<file path="config.mk">
export PLATFORM = sky130hd
export DESIGN_NAME = channel_descriptor_sequencer
export DESIGN_NICKNAME = d
export VERILOG_FILES = /design/src/pkg/channel_sequencer_pkg.sv /design/src/channel_descriptor_sequencer.sv
export VERILOG_INCLUDE_DIRS = /design/src /design/src/pkg
export SDC_FILE = /design/constraint.sdc
export NUM_CORES = 2
export LEC_CHECK = 0
export BUFFER_PORTS_ARGS = -buffer_cell sky130_fd_sc_hd__buf_4
export CELL_PAD_IN_SITES_DETAIL_PLACEMENT = 0
export CELL_PAD_IN_SITES_GLOBAL_PLACEMENT = 2
export CORE_ASPECT_RATIO = 0.8
export CORE_MARGIN = 2
export CORE_UTILIZATION = 40
export CTS_CLUSTER_SIZE = 28
export DETAILED_ROUTE_END_ITERATION = 12
export PLACE_DENSITY_LB_ADDON = 0.1
export SLEW_MARGIN = 15
export SYNTH_ARGS = -nofsm -noshare
export SYNTH_HDL_FRONTEND = slang
export SYNTH_SLANG_ARGS = --single-unit
</file>
<file path="constraint.sdc">
create_clock -name pclk -period 5.05 [get_ports pclk]
set_clock_uncertainty 0.1 [all_clocks]
set_input_delay 0.2525 -clock pclk [delete_from_list [all_inputs] [get_ports pclk]]
set_output_delay 0.2525 -clock pclk [all_outputs]
set_load 0.005 [all_outputs]
</file>
<file path="src/pkg/channel_sequencer_map.svh">
// offsets, field positions, reset values and descriptor layout for the channel sequencer
`ifndef CHANNEL_SEQUENCER_MAP_SVH
`define CHANNEL_SEQUENCER_MAP_SVH

// apb register byte offsets
`define SEQ_CTRL_OFS        8'h00
`define SEQ_HEAD_BASE_OFS   8'h04
`define SEQ_SLOT_BASE_OFS   8'h08
`define SEQ_INTQ_BASE_OFS   8'h0c
`define SEQ_SREQ_OFS        8'h10
`define SEQ_STATUS_OFS      8'h14

// control register fields
`define CTRL_TX_INH_BIT     0
`define CTRL_RX_INH_BIT     1
`define CTRL_TRISTATE_BIT   2
`define CTRL_EOM_MASK_BIT   3
`define CTRL_RESET          4'h0
`define BASE_RESET          32'h0000_0000

// service request and status register fields
`define SREQ_DIR_BIT        8
`define STATUS_PEND_LSB     8
`define STATUS_ACK_LSB      16

// descriptor layout in shared memory
`define BD_OWNER_BIT        31
`define BD_POLL_OFF_BIT     30
`define BD_LEN_MSB          15
`define MD_BUFPTR_OFS       32'h0000_0004
`define MD_NEXT_OFS         32'h0000_0008
`define DIR_SLOT_STRIDE     32'h0000_0004
`define WORD_BYTES          32'h0000_0004
`define WORD_BITS           5'h1f

`endif

</file>
<file path="src/pkg/channel_sequencer_pkg.sv">
// types shared by the channel descriptor sequencer
`default_nettype none
package channel_sequencer_pkg;

    typedef enum logic [3:0] {
        st_idle = 4'h0,
        st_head = 4'h1,
        st_ack  = 4'h2,
        st_bd   = 4'h3,
        st_poll = 4'h4,
        st_ptr  = 4'h5,
        st_nxt  = 4'h6,
        st_slot = 4'h7,
        st_data = 4'h8,
        st_stat = 4'h9,
        st_intr = 4'ha
    } seq_state_e;

    typedef enum logic [1:0] {
        op_none       = 2'h0,
        op_activate   = 2'h1,
        op_jump       = 2'h2,
        op_deactivate = 2'h3
    } svc_op_e;

endpackage
`default_nettype wire

</file>
<file path="src/channel_descriptor_sequencer.sv">
// one channel's transmit and receive descriptor sequencers with apb registers and memory master port
`include "channel_sequencer_map.svh"
`default_nettype none

// Behaviour
// - tx inhibit 0: slot gets bd address; after message read next, overwrite bd
// - tx inhibit 1: prefetch next pointer into slot; jump there without overwrite
// - tx message: fetch words from memory while serial port shifts them out
// - end of message writes interrupt unless masked, status unless inhibited
// - after a message read the next descriptor and recheck ownership, forever
// - rx activate reads head pointer, then the descriptor it addresses
// - rx owner bit 0: device owns; load buffer pointer and length
// - rx owner bit 1: poll descriptor until owned or new request
// - rx inhibit 0: slot gets bd address; after message read next, overwrite bd
// - rx inhibit 1: no overwrite; slot gets next pointer, jump after message
// - rx samples serial data while writing words to memory
// - tx and rx run independent machines, each request acknowledged alone
// - tx activate reads head pointer, then the descriptor it addresses
// - tx owner bit 1: device owns and loads buffer; 0: poll
// - tx suspended: data pin tristated or held at 1 per select bit
module channel_descriptor_sequencer
    import channel_sequencer_pkg::*;
(
    input  wire logic        pclk,
    input  wire logic        presetn,
    input  wire logic        psel,
    input  wire logic        penable,
    input  wire logic        pwrite,
    input  wire logic [7:0]  paddr,
    input  wire logic [31:0] pwdata,
    output logic      [31:0] prdata,
    output logic             pready,
    output logic             pslverr,
    output logic             mem_req,
    output logic             mem_we,
    output logic      [31:0] mem_addr,
    output logic      [31:0] mem_wdata,
    input  wire logic        mem_ack,
    input  wire logic [31:0] mem_rdata,
    input  wire logic        tx_serial_clock,
    input  wire logic        tx_frame_sync,
    output logic             tx_serial_out,
    output logic             tx_serial_oe,
    input  wire logic        rx_serial_clock,
    input  wire logic        rx_frame_sync,
    input  wire logic        rx_serial_in,
    input  wire logic        rx_out_of_frame
);

    logic [3:0]  ctrl;
    logic [31:0] head_base;
    logic [31:0] slot_base;
    logic [31:0] intq_base;
    logic [3:0]  intq_idx;

    seq_state_e  st       [2];
    svc_op_e     pop      [2];
    logic        pend     [2];
    logic        fresh    [2];
    logic        jump_pend[2];
    logic        post     [2];
    logic        done_ack [2];
    logic [31:0] bd       [2];
    logic [31:0] msg_addr [2];
    logic [31:0] bufp     [2];
    logic [31:0] nxt      [2];
    logic [14:0] words    [2];

    logic        want     [2];
    logic        wwe      [2];
    logic [31:0] waddr    [2];
    logic [31:0] wdat     [2];
    logic        done     [2];
    logic        inflight [2];
    logic        restart  [2];
    logic        data_done[2];
    logic        is_intr  [2];
    logic        sreq_hit [2];
    logic        ack_clr  [2];

    logic        owner;
    logic        tx_full;
    logic        rx_full;
    logic [31:0] tx_shift;
    logic [31:0] rx_shift;
    logic [4:0]  tx_cnt;
    logic [4:0]  rx_cnt;
    logic        tx_clk_q;
    logic        rx_clk_q;
    logic        tx_synced;
    logic        rx_synced;

    // apb decode
    logic        setup;
    logic        wr_en;
    logic        mapped;
    logic [31:0] rd_mux;
    logic [31:0] status_word;

    assign setup  = psel & ~penable;
    assign wr_en  = psel & penable & pwrite & pready;
    assign mapped = (paddr == `SEQ_CTRL_OFS) | (paddr == `SEQ_HEAD_BASE_OFS) | (paddr == `SEQ_SLOT_BASE_OFS)
                  | (paddr == `SEQ_INTQ_BASE_OFS) | (paddr == `SEQ_SREQ_OFS) | (paddr == `SEQ_STATUS_OFS);
    assign status_word = {14'h0, done_ack[1], done_ack[0], 6'h0, pend[1], pend[0], st[1], st[0]};
    assign rd_mux = (paddr == `SEQ_CTRL_OFS)      ? {28'h0, ctrl} :
                    (paddr == `SEQ_HEAD_BASE_OFS) ? head_base :
                    (paddr == `SEQ_SLOT_BASE_OFS) ? slot_base :
                    (paddr == `SEQ_INTQ_BASE_OFS) ? intq_base :
                    (paddr == `SEQ_SREQ_OFS)      ? {22'h0, pend[1], pend[0], 6'h0, pop[1] | pop[0]} :
                    (paddr == `SEQ_STATUS_OFS)    ? status_word : 32'h0;

    // answer registered in setup, so every access completes in its first access cycle
    always_ff @(posedge pclk or negedge presetn) begin
        if (!presetn) begin
            pready  <= 1'b0;
            pslverr <= 1'b0;
            prdata  <= 32'h0;
        end else begin
            pready  <= setup;
            pslverr <= setup & ~mapped;
            prdata  <= (setup & ~pwrite) ? rd_mux : 32'h0;
        end
    end

    always_ff @(posedge pclk or negedge presetn) begin
        if (!presetn) begin
            ctrl      <= `CTRL_RESET;
            head_base <= `BASE_RESET;
            slot_base <= `BASE_RESET;
            intq_base <= `BASE_RESET;
        end else if (wr_en) begin
            if (paddr == `SEQ_CTRL_OFS)      ctrl      <= pwdata[3:0];
            if (paddr == `SEQ_HEAD_BASE_OFS) head_base <= pwdata;
            if (paddr == `SEQ_SLOT_BASE_OFS) slot_base <= pwdata;
            if (paddr == `SEQ_INTQ_BASE_OFS) intq_base <= pwdata;
        end
    end

    // memory master: alternate priority so a polling direction cannot starve the other
    logic pick;
    logic any_want;
    assign any_want = want[0] | want[1];
    assign pick     = want[~owner] ? ~owner : owner;

    always_ff @(posedge pclk or negedge presetn) begin
        if (!presetn) begin
            mem_req   <= 1'b0;
            mem_we    <= 1'b0;
            mem_addr  <= 32'h0;
            mem_wdata <= 32'h0;
            owner     <= 1'b0;
        end else if (mem_req) begin
            if (mem_ack) mem_req <= 1'b0;
        end else if (any_want) begin
            mem_req   <= 1'b1;
            owner     <= pick;
            mem_we    <= wwe[pick];
            mem_addr  <= waddr[pick];
            mem_wdata <= wdat[pick];
        end
    end

    always_ff @(posedge pclk or negedge presetn) begin
        if (!presetn) intq_idx <= 4'h0;
        else if (done[owner] && is_intr[owner]) intq_idx <= intq_idx + 4'h1;
    end

    for (genvar d = 0; d < 2; d++) begin : g_dir
        logic        inh;
        logic        masked;
        logic        own_rd;
        logic        take;
        logic        finished;
        logic [31:0] intq_addr;
        logic [31:0] base_ofs;

        assign inh       = ctrl[`CTRL_TX_INH_BIT + d];
        assign masked    = ctrl[`CTRL_EOM_MASK_BIT];
        assign own_rd    = (mem_rdata[`BD_OWNER_BIT] == (d == 0));
        assign take      = fresh[d] & ~inflight[d];
        assign inflight[d]  = mem_req & (owner == d);
        assign done[d]      = inflight[d] & mem_ack;
        assign data_done[d] = done[d] & (st[d] == st_data);
        assign is_intr[d]   = (st[d] == st_ack) | (st[d] == st_intr);
        // tx jump waits for the running message but not for a poll; the rest restarts
        assign restart[d]   = take & ~((d == 0) && (pop[d] == op_jump) && !(st[d] inside {st_idle, st_bd, st_poll}));
        assign finished     = (words[d] == 15'h0) & ((d == 1) | ~tx_full);
        assign intq_addr    = intq_base + {26'h0, intq_idx, 2'h0};
        assign base_ofs     = (d == 0) ? 32'h0 : `DIR_SLOT_STRIDE;
        assign sreq_hit[d]  = wr_en & (paddr == `SEQ_SREQ_OFS) & (pwdata[`SREQ_DIR_BIT] == d)
                            & (pwdata[1:0] != op_none);
        assign ack_clr[d]   = wr_en & (paddr == `SEQ_STATUS_OFS) & pwdata[`STATUS_ACK_LSB + d];

        always_comb begin
            want[d]  = ~fresh[d];
            wwe[d]   = 1'b0;
            waddr[d] = msg_addr[d];
            wdat[d]  = 32'h0;
            case (st[d])
                st_head: waddr[d] = head_base + base_ofs;
                st_ack: begin
                    wwe[d]   = 1'b1;
                    waddr[d] = intq_addr;
                    wdat[d]  = {1'b1, 1'b0, 21'h0, d[0], 6'h0, pop[d]};
                end
                st_bd:   waddr[d] = msg_addr[d];
                st_ptr:  waddr[d] = msg_addr[d] + `MD_BUFPTR_OFS;
                st_nxt:  waddr[d] = msg_addr[d] + `MD_NEXT_OFS;
                st_slot: begin
                    wwe[d]   = 1'b1;
                    waddr[d] = slot_base + base_ofs;
                    wdat[d]  = inh ? nxt[d] : msg_addr[d];
                end
                st_data: begin
                    wwe[d]   = (d == 1);
                    waddr[d] = bufp[d];
                    wdat[d]  = rx_shift;
                    want[d]  = ~fresh[d] & (words[d] != 15'h0)
                             & ((d == 0) ? ~tx_full : rx_full);
                end
                st_stat: begin
                    wwe[d]   = 1'b1;
                    wdat[d]  = {~bd[d][`BD_OWNER_BIT], bd[d][30:0]};
                end
                st_intr: begin
                    wwe[d]   = 1'b1;
                    waddr[d] = intq_addr;
                    wdat[d]  = {1'b0, 1'b1, 21'h0, d[0], 8'h0};
                end
                default: want[d] = 1'b0;
            endcase
        end

        always_ff @(posedge pclk or negedge presetn) begin
            if (!presetn) begin
                st[d]        <= st_idle;
                pop[d]       <= op_none;
                pend[d]      <= 1'b0;
                fresh[d]     <= 1'b0;
                jump_pend[d] <= 1'b0;
                post[d]      <= 1'b0;
                bd[d]        <= 32'h0;
                msg_addr[d]  <= 32'h0;
                bufp[d]      <= 32'h0;
                nxt[d]       <= 32'h0;
                words[d]     <= 15'h0;
            end else begin
                if (sreq_hit[d] && !pend[d]) begin
                    pend[d]  <= 1'b1;
                    fresh[d] <= 1'b1;
                    pop[d]   <= svc_op_e'(pwdata[1:0]);
                end
                if (take) begin
                    fresh[d] <= 1'b0;
                    if (!restart[d]) jump_pend[d] <= 1'b1;
                    else if (pop[d] == op_deactivate) begin
                        st[d]        <= st_ack;
                        jump_pend[d] <= 1'b0;
                        words[d]     <= 15'h0;
                    end else begin
                        st[d]        <= st_head;
                        jump_pend[d] <= 1'b0;
                    end
                end else if (st[d] == st_data && finished) begin
                    post[d] <= 1'b1;
                    st[d]   <= !inh ? st_nxt : (masked ? (jump_pend[d] ? st_head : st_bd) : st_intr);
                    if (inh && masked) begin
                        msg_addr[d]  <= nxt[d];
                        jump_pend[d] <= 1'b0;
                    end
                end else if (done[d]) begin
                    case (st[d])
                        st_head: begin
                            msg_addr[d] <= mem_rdata;
                            st[d]       <= st_ack;
                        end
                        st_ack: begin
                            pend[d] <= 1'b0;
                            st[d]   <= (pop[d] == op_deactivate) ? st_idle : st_bd;
                        end
                        st_bd: begin
                            bd[d] <= mem_rdata;
                            // owned: go on; not owned: poll again unless polling is off
                            st[d] <= own_rd ? st_ptr :
                                     (mem_rdata[`BD_POLL_OFF_BIT] ? st_poll : st_bd);
                        end
                        st_ptr: begin
                            bufp[d]  <= mem_rdata;
                            words[d] <= 15'((bd[d][`BD_LEN_MSB:0] + 16'h3) >> 2);
                            post[d]  <= 1'b0;
                            st[d]    <= inh ? st_nxt : st_slot;
                        end
                        st_nxt: begin
                            nxt[d] <= mem_rdata;
                            st[d]  <= post[d] ? st_stat : st_slot;
                        end
                        st_slot: st[d] <= st_data;
                        st_data: begin
                            bufp[d]  <= bufp[d] + `WORD_BYTES;
                            words[d] <= words[d] - 15'h1;
                        end
                        st_stat: begin
                            st[d] <= masked ? (jump_pend[d] ? st_head : st_bd) : st_intr;
                            if (masked) begin
                                msg_addr[d]  <= nxt[d];
                                jump_pend[d] <= 1'b0;
                            end
                        end
                        st_intr: begin
                            st[d]        <= jump_pend[d] ? st_head : st_bd;
                            msg_addr[d]  <= nxt[d];
                            jump_pend[d] <= 1'b0;
                        end
                        default: st[d] <= st[d];
                    endcase
                end
            end
        end

        // set wins over a software clear in the same cycle
        always_ff @(posedge pclk or negedge presetn) begin
            if (!presetn) done_ack[d] <= 1'b0;
            else if (done[d] && st[d] == st_ack) done_ack[d] <= 1'b1;
            else if (ack_clr[d]) done_ack[d] <= 1'b0;
        end
    end

    // serial side: pins are synchronous to pclk, so edges are found by a single delay
    logic tx_edge;
    logic rx_edge;
    logic tx_active;
    logic rx_active;
    assign tx_edge   = tx_serial_clock & ~tx_clk_q;
    assign rx_edge   = rx_serial_clock & ~rx_clk_q;
    assign tx_active = (st[0] != st_idle) & ~restart[0];
    assign rx_active = (st[1] != st_idle) & ~restart[1];

    always_ff @(posedge pclk or negedge presetn) begin
        if (!presetn) begin
            tx_clk_q      <= 1'b0;
            tx_synced     <= 1'b0;
            tx_full       <= 1'b0;
            tx_shift      <= 32'h0;
            tx_cnt        <= 5'h0;
            tx_serial_out <= 1'b1;
            tx_serial_oe  <= 1'b1;
        end else begin
            tx_clk_q     <= tx_serial_clock;
            // suspended pin floats or idles high as selected
            tx_serial_oe <= tx_active | ~ctrl[`CTRL_TRISTATE_BIT];
            if (!tx_active) begin
                tx_synced     <= 1'b0;
                tx_full       <= 1'b0;
                tx_cnt        <= 5'h0;
                tx_serial_out <= 1'b1;
            end else begin
                if (tx_frame_sync) tx_synced <= 1'b1;
                if (data_done[0]) begin
                    tx_shift <= mem_rdata;
                    tx_full  <= 1'b1;
                    tx_cnt   <= 5'h0;
                end else if (tx_edge) begin
                    if (tx_full && tx_synced) begin
                        tx_serial_out <= tx_shift[31];
                        tx_shift      <= {tx_shift[30:0], 1'b0};
                        tx_cnt        <= tx_cnt + 5'h1;
                        if (tx_cnt == `WORD_BITS) tx_full <= 1'b0;
                    end else begin
                        tx_serial_out <= 1'b1;
                    end
                end
            end
        end
    end

    // a word caught while the memory write is still pending is held, later bits dropped
    always_ff @(posedge pclk or negedge presetn) begin
        if (!presetn) begin
            rx_clk_q  <= 1'b0;
            rx_synced <= 1'b0;
            rx_full   <= 1'b0;
            rx_shift  <= 32'h0;
            rx_cnt    <= 5'h0;
        end else begin
            rx_clk_q <= rx_serial_clock;
            if (!rx_active || st[1] != st_data) begin
                rx_synced <= rx_active & (rx_synced | rx_frame_sync);
                rx_full   <= 1'b0;
                rx_cnt    <= 5'h0;
            end else begin
                if (rx_frame_sync) rx_synced <= 1'b1;
                if (data_done[1]) rx_full <= 1'b0;
                else if (rx_edge && rx_synced && !rx_out_of_frame && !rx_full) begin
                    rx_shift <= {rx_shift[30:0], rx_serial_in};
                    rx_cnt   <= rx_cnt + 5'h1;
                    if (rx_cnt == `WORD_BITS) rx_full <= 1'b1;
                end
            end
        end
    end

endmodule
`default_nettype wire

</file>
# Word level (Yosys, flattened, before mapping)
# Index checks and enable logic that the tools add are counted.
# totals
reg_bits	595
inputBits	84
# classes
n_eq_ne	50
addsub	16
bitwise	71
n_lt_le_gt_ge	3
mux	151
n_reduce_logical	93
# op_table
operator	n
32-bit two-way mux	24
32-bit case mux with 6 select lines	2
32-bit case mux with 5 select lines	2
32-bit by 3-bit adder with 32-bit output, second input constant	6
32-bit case mux with 3 select lines	2
15-bit two-way mux	9
32-bit case mux with 2 select lines	2
1-bit two-way mux	71
32-bit by 4-bit adder with 32-bit output, second input constant	2
4-bit case mux with 8 select lines	2
15-bit case mux with 2 select lines	2
4-bit two-way mux	14
18-bit two-way mux	2
4-bit AND reduction	9
5-bit two-way mux	7
2-bit nonzero test	17
1-bit AND	33
16-bit by 2-bit adder with 16-bit output, second input constant	2
32-bit by 6-bit adder with 32-bit output	1
15-bit zero test	2
15-bit nonzero test	2
15-bit by 1-bit subtractor with 15-bit output, second input constant	2
4-bit by 3-bit equality test with 1-bit output, second input constant	7
4-bit equality test, second input constant	6
other kinds (37)	156

# Depth between registers and ports, before layout
# logic_depth
ltp_word	12
ltp_mapped	16
ltp_nobuf	11

# Least setup slack after synthesis
# No wires, ideal clock.
# synth_path
path_kind	register to register
from	register st[1] (netlist bit)
to	register mem_addr[26]
path_stages_with_launch	17
setup_slack_ns	1.262
t_arrival_ns	3.594
path_buffers	7
cell_sequence	dfrtp_1 -> buf_6 -> buf_6 -> buf_2 -> buf_2 -> buf_2 -> buf_2 -> buf_2 -> mux2i_1 -> o21ai_0 -> ha_1 -> o21ai_1 -> nor4_4 -> nand3_2 -> or3_1 -> a21o_1 -> a211oi_1
# synth_via
elab_chain_len	11
word_cells_on_any_way	23
classes_between	9 x eq/ne; 9 x mux; 2 x bitwise; 3 x reduce/logical
# synth_rtl
item	line	rtl
start, declared	channel_descriptor_sequencer.sv:56	seq_state_e st [2];
start signal, assigned by index	channel_descriptor_sequencer.sv:236	st[d] <= st_idle;
start signal, assigned by index	channel_descriptor_sequencer.sv:257	st[d] <= st_ack;
start signal, assigned by index	channel_descriptor_sequencer.sv:261	st[d] <= st_head;
4-bit by 2-bit equality test with 1-bit output (tied with other cells)	channel_descriptor_sequencer.sv:199	case (st[d])
8-bit OR reduction (no line)	-	
1-bit case mux with 2 select lines	channel_descriptor_sequencer.sv:199	
1-bit two-way mux (not written as such) (3 in a row)	channel_descriptor_sequencer.sv:143	assign pick = want[~owner] ? ~owner : owner;
1-bit two-way mux	channel_descriptor_sequencer.sv:143	
1-bit NOT with 2-bit output (not written as such)	channel_descriptor_sequencer.sv:158	mem_addr <= waddr[pick];
32-bit two-way mux (not written as such) (3 in a row)	channel_descriptor_sequencer.sv:158	
end signal, assigned	channel_descriptor_sequencer.sv:158	
end, declared	channel_descriptor_sequencer.sv:36	output logic [31:0] mem_addr,
# Parallel ways exist; a longest one is shown, timed or not. The select of a mux whose other input is x is not followed.
# A chain may end at the register's enable or synchronous reset.

# Worst setup path in the final report
# layout_path
from	register st[3] (netlist bit)
to	register mem_wdata[24]
# layout_via
elab_chain_len	11
word_cells_on_any_way	22
classes_between	9 x eq/ne; 9 x mux; 2 x bitwise; 2 x reduce/logical
# layout_rtl
item	line	rtl
4-bit by 2-bit equality test with 1-bit output (tied with other cells)	channel_descriptor_sequencer.sv:199	
8-bit OR reduction (no line)	-	
1-bit case mux with 2 select lines	channel_descriptor_sequencer.sv:199	
1-bit two-way mux (not written as such) (3 in a row)	channel_descriptor_sequencer.sv:143	
1-bit two-way mux	channel_descriptor_sequencer.sv:143	
1-bit NOT with 2-bit output (not written as such)	channel_descriptor_sequencer.sv:159	mem_wdata <= wdat[pick];
32-bit two-way mux (not written as such) (3 in a row)	channel_descriptor_sequencer.sv:159	
end signal, assigned	channel_descriptor_sequencer.sv:159	
end, declared	channel_descriptor_sequencer.sv:37	output logic [31:0] mem_wdata,
# Parallel ways exist; a longest one is shown, timed or not. The select of a mux whose other input is x is not followed.

==> flow_summary_export.csv <==
group,metric,value,unit
status,status,"completed",
routing,ant_nets,0,
timing,worst_slew_pin_slew,1200,ps
clocking,numCtsBuffers,68,
finish,final_util,47.2,%
global_routing,grt_pass1_vias,31118,
clocking,clock_latency,660,ps
clocking,root_buffer,"clkbuf_16",
place,post-place-ws,975,ps
clocking,postCtsSetupBuffers,0,
pwr,powerDensity,398,nW/µm²
logic_synthesis,synthArstFlopShare,100,%
worst_setup_path,critical_path_class,"flip-flop to flip-flop",
pwr,p_leak,17.6,nW
worst_setup_path,end_kind,"flip-flop",
worst_setup_path,cp.arrival,4760,ps
logic_synthesis,yosysSeqAreaShare,43.0,%
worst_setup_path,endpoint,"mem_wdata[24]",
global_routing,overflow,0,
finish,area_growth,17.0,%
global_routing,grt_pass1_wl,237000,µm
global_routing,antenna_found_initial,9,
global_routing,grt_max_degree,128,
place,port_buffers,185,
routing,vias_per_cell,6.57,
routing,wirelength,168000,µm
timing,fmax,231,MHz
pwr,peakVddDrop,0.216,mV
finish,finalInstanceArea,40500,µm²
clocking,cts.sink_count,594,
place,gp_congestion,1.03,
worst_setup_path,path_max_fanout,68,
worst_setup_path,critPathLaunch,"st[3]",
logic_synthesis,yosys_warnings,0,
logic_synthesis,syn-num-nets,3806,
timing,setup_violations,0,
worst_setup_path,crit_path_cell_trace,"nor4b_4, nand3b_1, a21oi_1, nor2_2, a21oi_4, buf_4, o221ai_1, o21a_1",
job,drv_cap,0,
floorplanning,die_area,88900,µm²
worst_setup_path,cpMaxStageDelayCell,"dfrtp_1",
finish,nFillCells,8198,
worst_setup_path,max_stage_delay,940,ps
finish,nNetsFinal,3958,
logic_synthesis,ys.flop_type,"dfrtp_1",
routing,drt_iter0_markers,4407,
timing,finalCritPeriodShare,85.7,%
logic_synthesis,postSynthAreaPerCell,9.34,µm²
logic_synthesis,synth_area,34600,µm²
worst_setup_path,rr_endpoint,"mem_wdata[24]",
logic_synthesis,synth_top_area_cell,"dfrtp_1",
floorplanning,std_cell_rows,96,
logic_synthesis,synth.distinct_cells,91,
worst_setup_path,required,5480,ps
place,dp_cells,4832,
place,placed_area,37300,µm²
routing,wire_per_inst,33.3,µm
clocking,cts_buffer_depth,3,
clocking,htree_levels,3,
logic_synthesis,ys_ff_latch,594,
floorplanning,core-area,85800,µm²
routing,drt-pass1-iter-count,9,
worst_setup_path,start_kind,"flip-flop",
logic_synthesis,synth-edff-count,0,
floorplanning,io_pins,186,
timing,min_period,4330,ps
global_routing,gr-usage-all-layers,37.1,%
worst_setup_path,r2r_slack,720,ps
worst_setup_path,cp.depth,8,
worst_setup_path,r2r_start,"st[3]",
finish,fin_cells,5040,
timing,hold_viol,0,
timing,worst_slack,721,ps
logic_synthesis,yosys-top-cells-area,"dfrtp_1 (43%), mux2_2 (8.9%), mux2i_1 (5.3%)",
floorplanning,die_h,267,µm
timing,fin_tns_setup,0,ps
floorplanning,die_width,333,µm
timing,rsz0062_at_grt,"no",
routing,vias,33093,
clocking,tritoncts,"built",
worst_setup_path,critical-path-top-delay-family,"compound AO/OA/AOI/OAI gates",
routing,drc,0,
clocking,cts_resized,0,
worst_hold_path,min_path_type,"input pin to flip-flop",
logic_synthesis,synth.top_cell.area_share,42.8,%
timing,drv_slew,0,
logic_synthesis,synthesis.instances,3704,
timing,relSlewSlack,20.1,%
finish,drive_gt1_share,19.2,%
worst_setup_path,ff2ff_path_depth,8,
clocking,path_clk_slew,70,ps
floorplanning,start_util,40.3,%
place,hpwl,124000,µm
worst_setup_path,worst-path-buf-inv,1,
metrics by stage:
step	hold WS [ps]	total power [mW]
2_1_floorplan	-143	8.30
3_3_place_gp	271	10.6
3_5_place_dp	270	10.7
4_1_cts	54.5	16.0
5_1_grt	133	16.7
6_report	95.2	16.1
cells in the final DEF (no fill, tap or decap), types with 13 or more instances in the layout:
| cell type | synthesis | layout |
|---|---|---|
| a22o_1 | 16 | 16 |
| buf_4 | 1 | 306 |
| nand2_1 | 339 | 338 |
| o21ai_0 | 266 | 266 |
| ha_1 | 17 | 17 |
| a31oi_1 | 37 | 37 |
| inv_1 | 39 | 39 |
| dlygate4sd3_1 | 0 | 81 |
| nor3_1 | 66 | 64 |
| and4_1 | 14 | 14 |
| nand4_1 | 54 | 54 |
| o211ai_1 | 32 | 32 |
| o22ai_1 | 55 | 55 |
| clkbuf_8 | 0 | 15 |
| a21oi_1 | 226 | 225 |
| and3_1 | 36 | 35 |
| nor2b_1 | 15 | 15 |
| mux2i_1 | 183 | 183 |
| a222oi_1 | 41 | 41 |
| clkbuf_1 | 205 | 15 |
| nor4_1 | 31 | 31 |
| nand3b_1 | 13 | 13 |
| nor2_1 | 350 | 343 |
| a211oi_1 | 35 | 35 |
| o21a_1 | 41 | 41 |
| mux2_2 | 274 | 274 |
| a22oi_1 | 34 | 34 |
| a221oi_1 | 89 | 89 |
| or3_1 | 13 | 13 |
| o2111ai_1 | 17 | 17 |
| dfrtp_1 | 592 | 589 |
| and2_1 | 16 | 16 |
| clkbuf_16 | 0 | 70 |
| o221ai_1 | 53 | 53 |
| xor2_1 | 57 | 57 |
| nand3_1 | 110 | 109 |
| xnor2_1 | 63 | 63 |
| nand2b_1 | 15 | 15 |
Yosys cell counts (all sizes together), types with 54 or more instances:
| cell | instances |
|---|---|
| nor2 | 351 |
| mux2 | 274 |
| o22ai | 55 |
| dfrtp | 592 |
| xnor2 | 63 |
| buf | 104 |
| nand3 | 112 |
| xor2 | 57 |
| nand4 | 54 |
| o221ai | 54 |
| o21ai | 275 |
| a221oi | 89 |
| clkbuf | 209 |
| mux2i | 183 |
| a21oi | 228 |
| nor3 | 67 |
| nand2 | 340 |
how the worst min path moves through the flow:
stage          depth (start not counted)         end       startpoint
2_1_floorplan                          0       bd[0]          presetn
3_3_place_gp                           1    tx_clk_q  tx_serial_clock
3_5_place_dp                           1    tx_clk_q  tx_serial_clock
4_1_cts                                6  prdata[30]         paddr[6]
5_1_grt                                6  prdata[30]         paddr[6]
6_report                               6  prdata[30]         paddr[6]
cell families (layout without fill, tap and decap cells):
logic type      Yosys count  count (layout)  share of synthesized area (%)
xor+xnor                120             120                           3.04
buf+inv                 352             557                           4.04
compound gates         1043            1043                           20.0
simple gates           1120            1120                           15.1
other cells               0               4                              0
flops                   594             594                           43.0
fa+ha+maj                18              18                          0.673
mux                     457             457                           14.2
worst min-delay path: stages:
cell and delay (ps):
buf_4 80, nor4_1 70, nand2_1 120, nor4_1 80, a21oi_1 120, nor2_1 60
repair_timing:
action	in CTS	in global routing
hold buffers	81	0
hold endpoints to repair	479	0
setup endpoints to repair	0	0
state kept, by name, indices dropped and copies added, names as in the netlist, 5 cells and up:
register,flops
prdata,32
mem_addr,32
rx_cnt,5
slot_base,32
head_base,32
nxt,64
bufp,64
msg_addr,64
tx_cnt,5
bd,64
rx_shift,32
st,8
words,30
intq_base,32
tx_shift,32
mem_wdata,32
power by group:
part / internal, mW / total [mW] / switching, mW / leakage (nW)
combinational: 1.66 / 4.50 / 2.84 / 8.36
sequential: 5.32 / 6.36 / 1.04 / 8.09
clock: 3.01 / 5.25 / 2.24 / 1.13
total: 9.99 / 16.1 / 6.12 / 17.6
layer usage:
metal	vias to the layer above	track usage (%)	part of all wire (%)
li1	14070	-	-
met1	17001	53.8	45
met2	1741	52.4	41
met3	279	11.3	11
met4	2	11.5	3.2
met5	-	0	0.012
layout make-up:
cell class | count | area (µm²) | share of cell area, %
multi-input cells | 2758 | 18400 | 45.6
clock inverters | 23 | 314 | 0.776
well taps | 1127 | 1410 | 3.48
flip-flops and latches | 594 | 14900 | 36.7
clock buffers | 100 | 2010 | 4.98
inverters | 39 | 146 | 0.362
repair buffers | 395 | 3260 | 8.06
diodes | 4 | 10.0 | 0.0247
(Power assumes the default switching activity.)
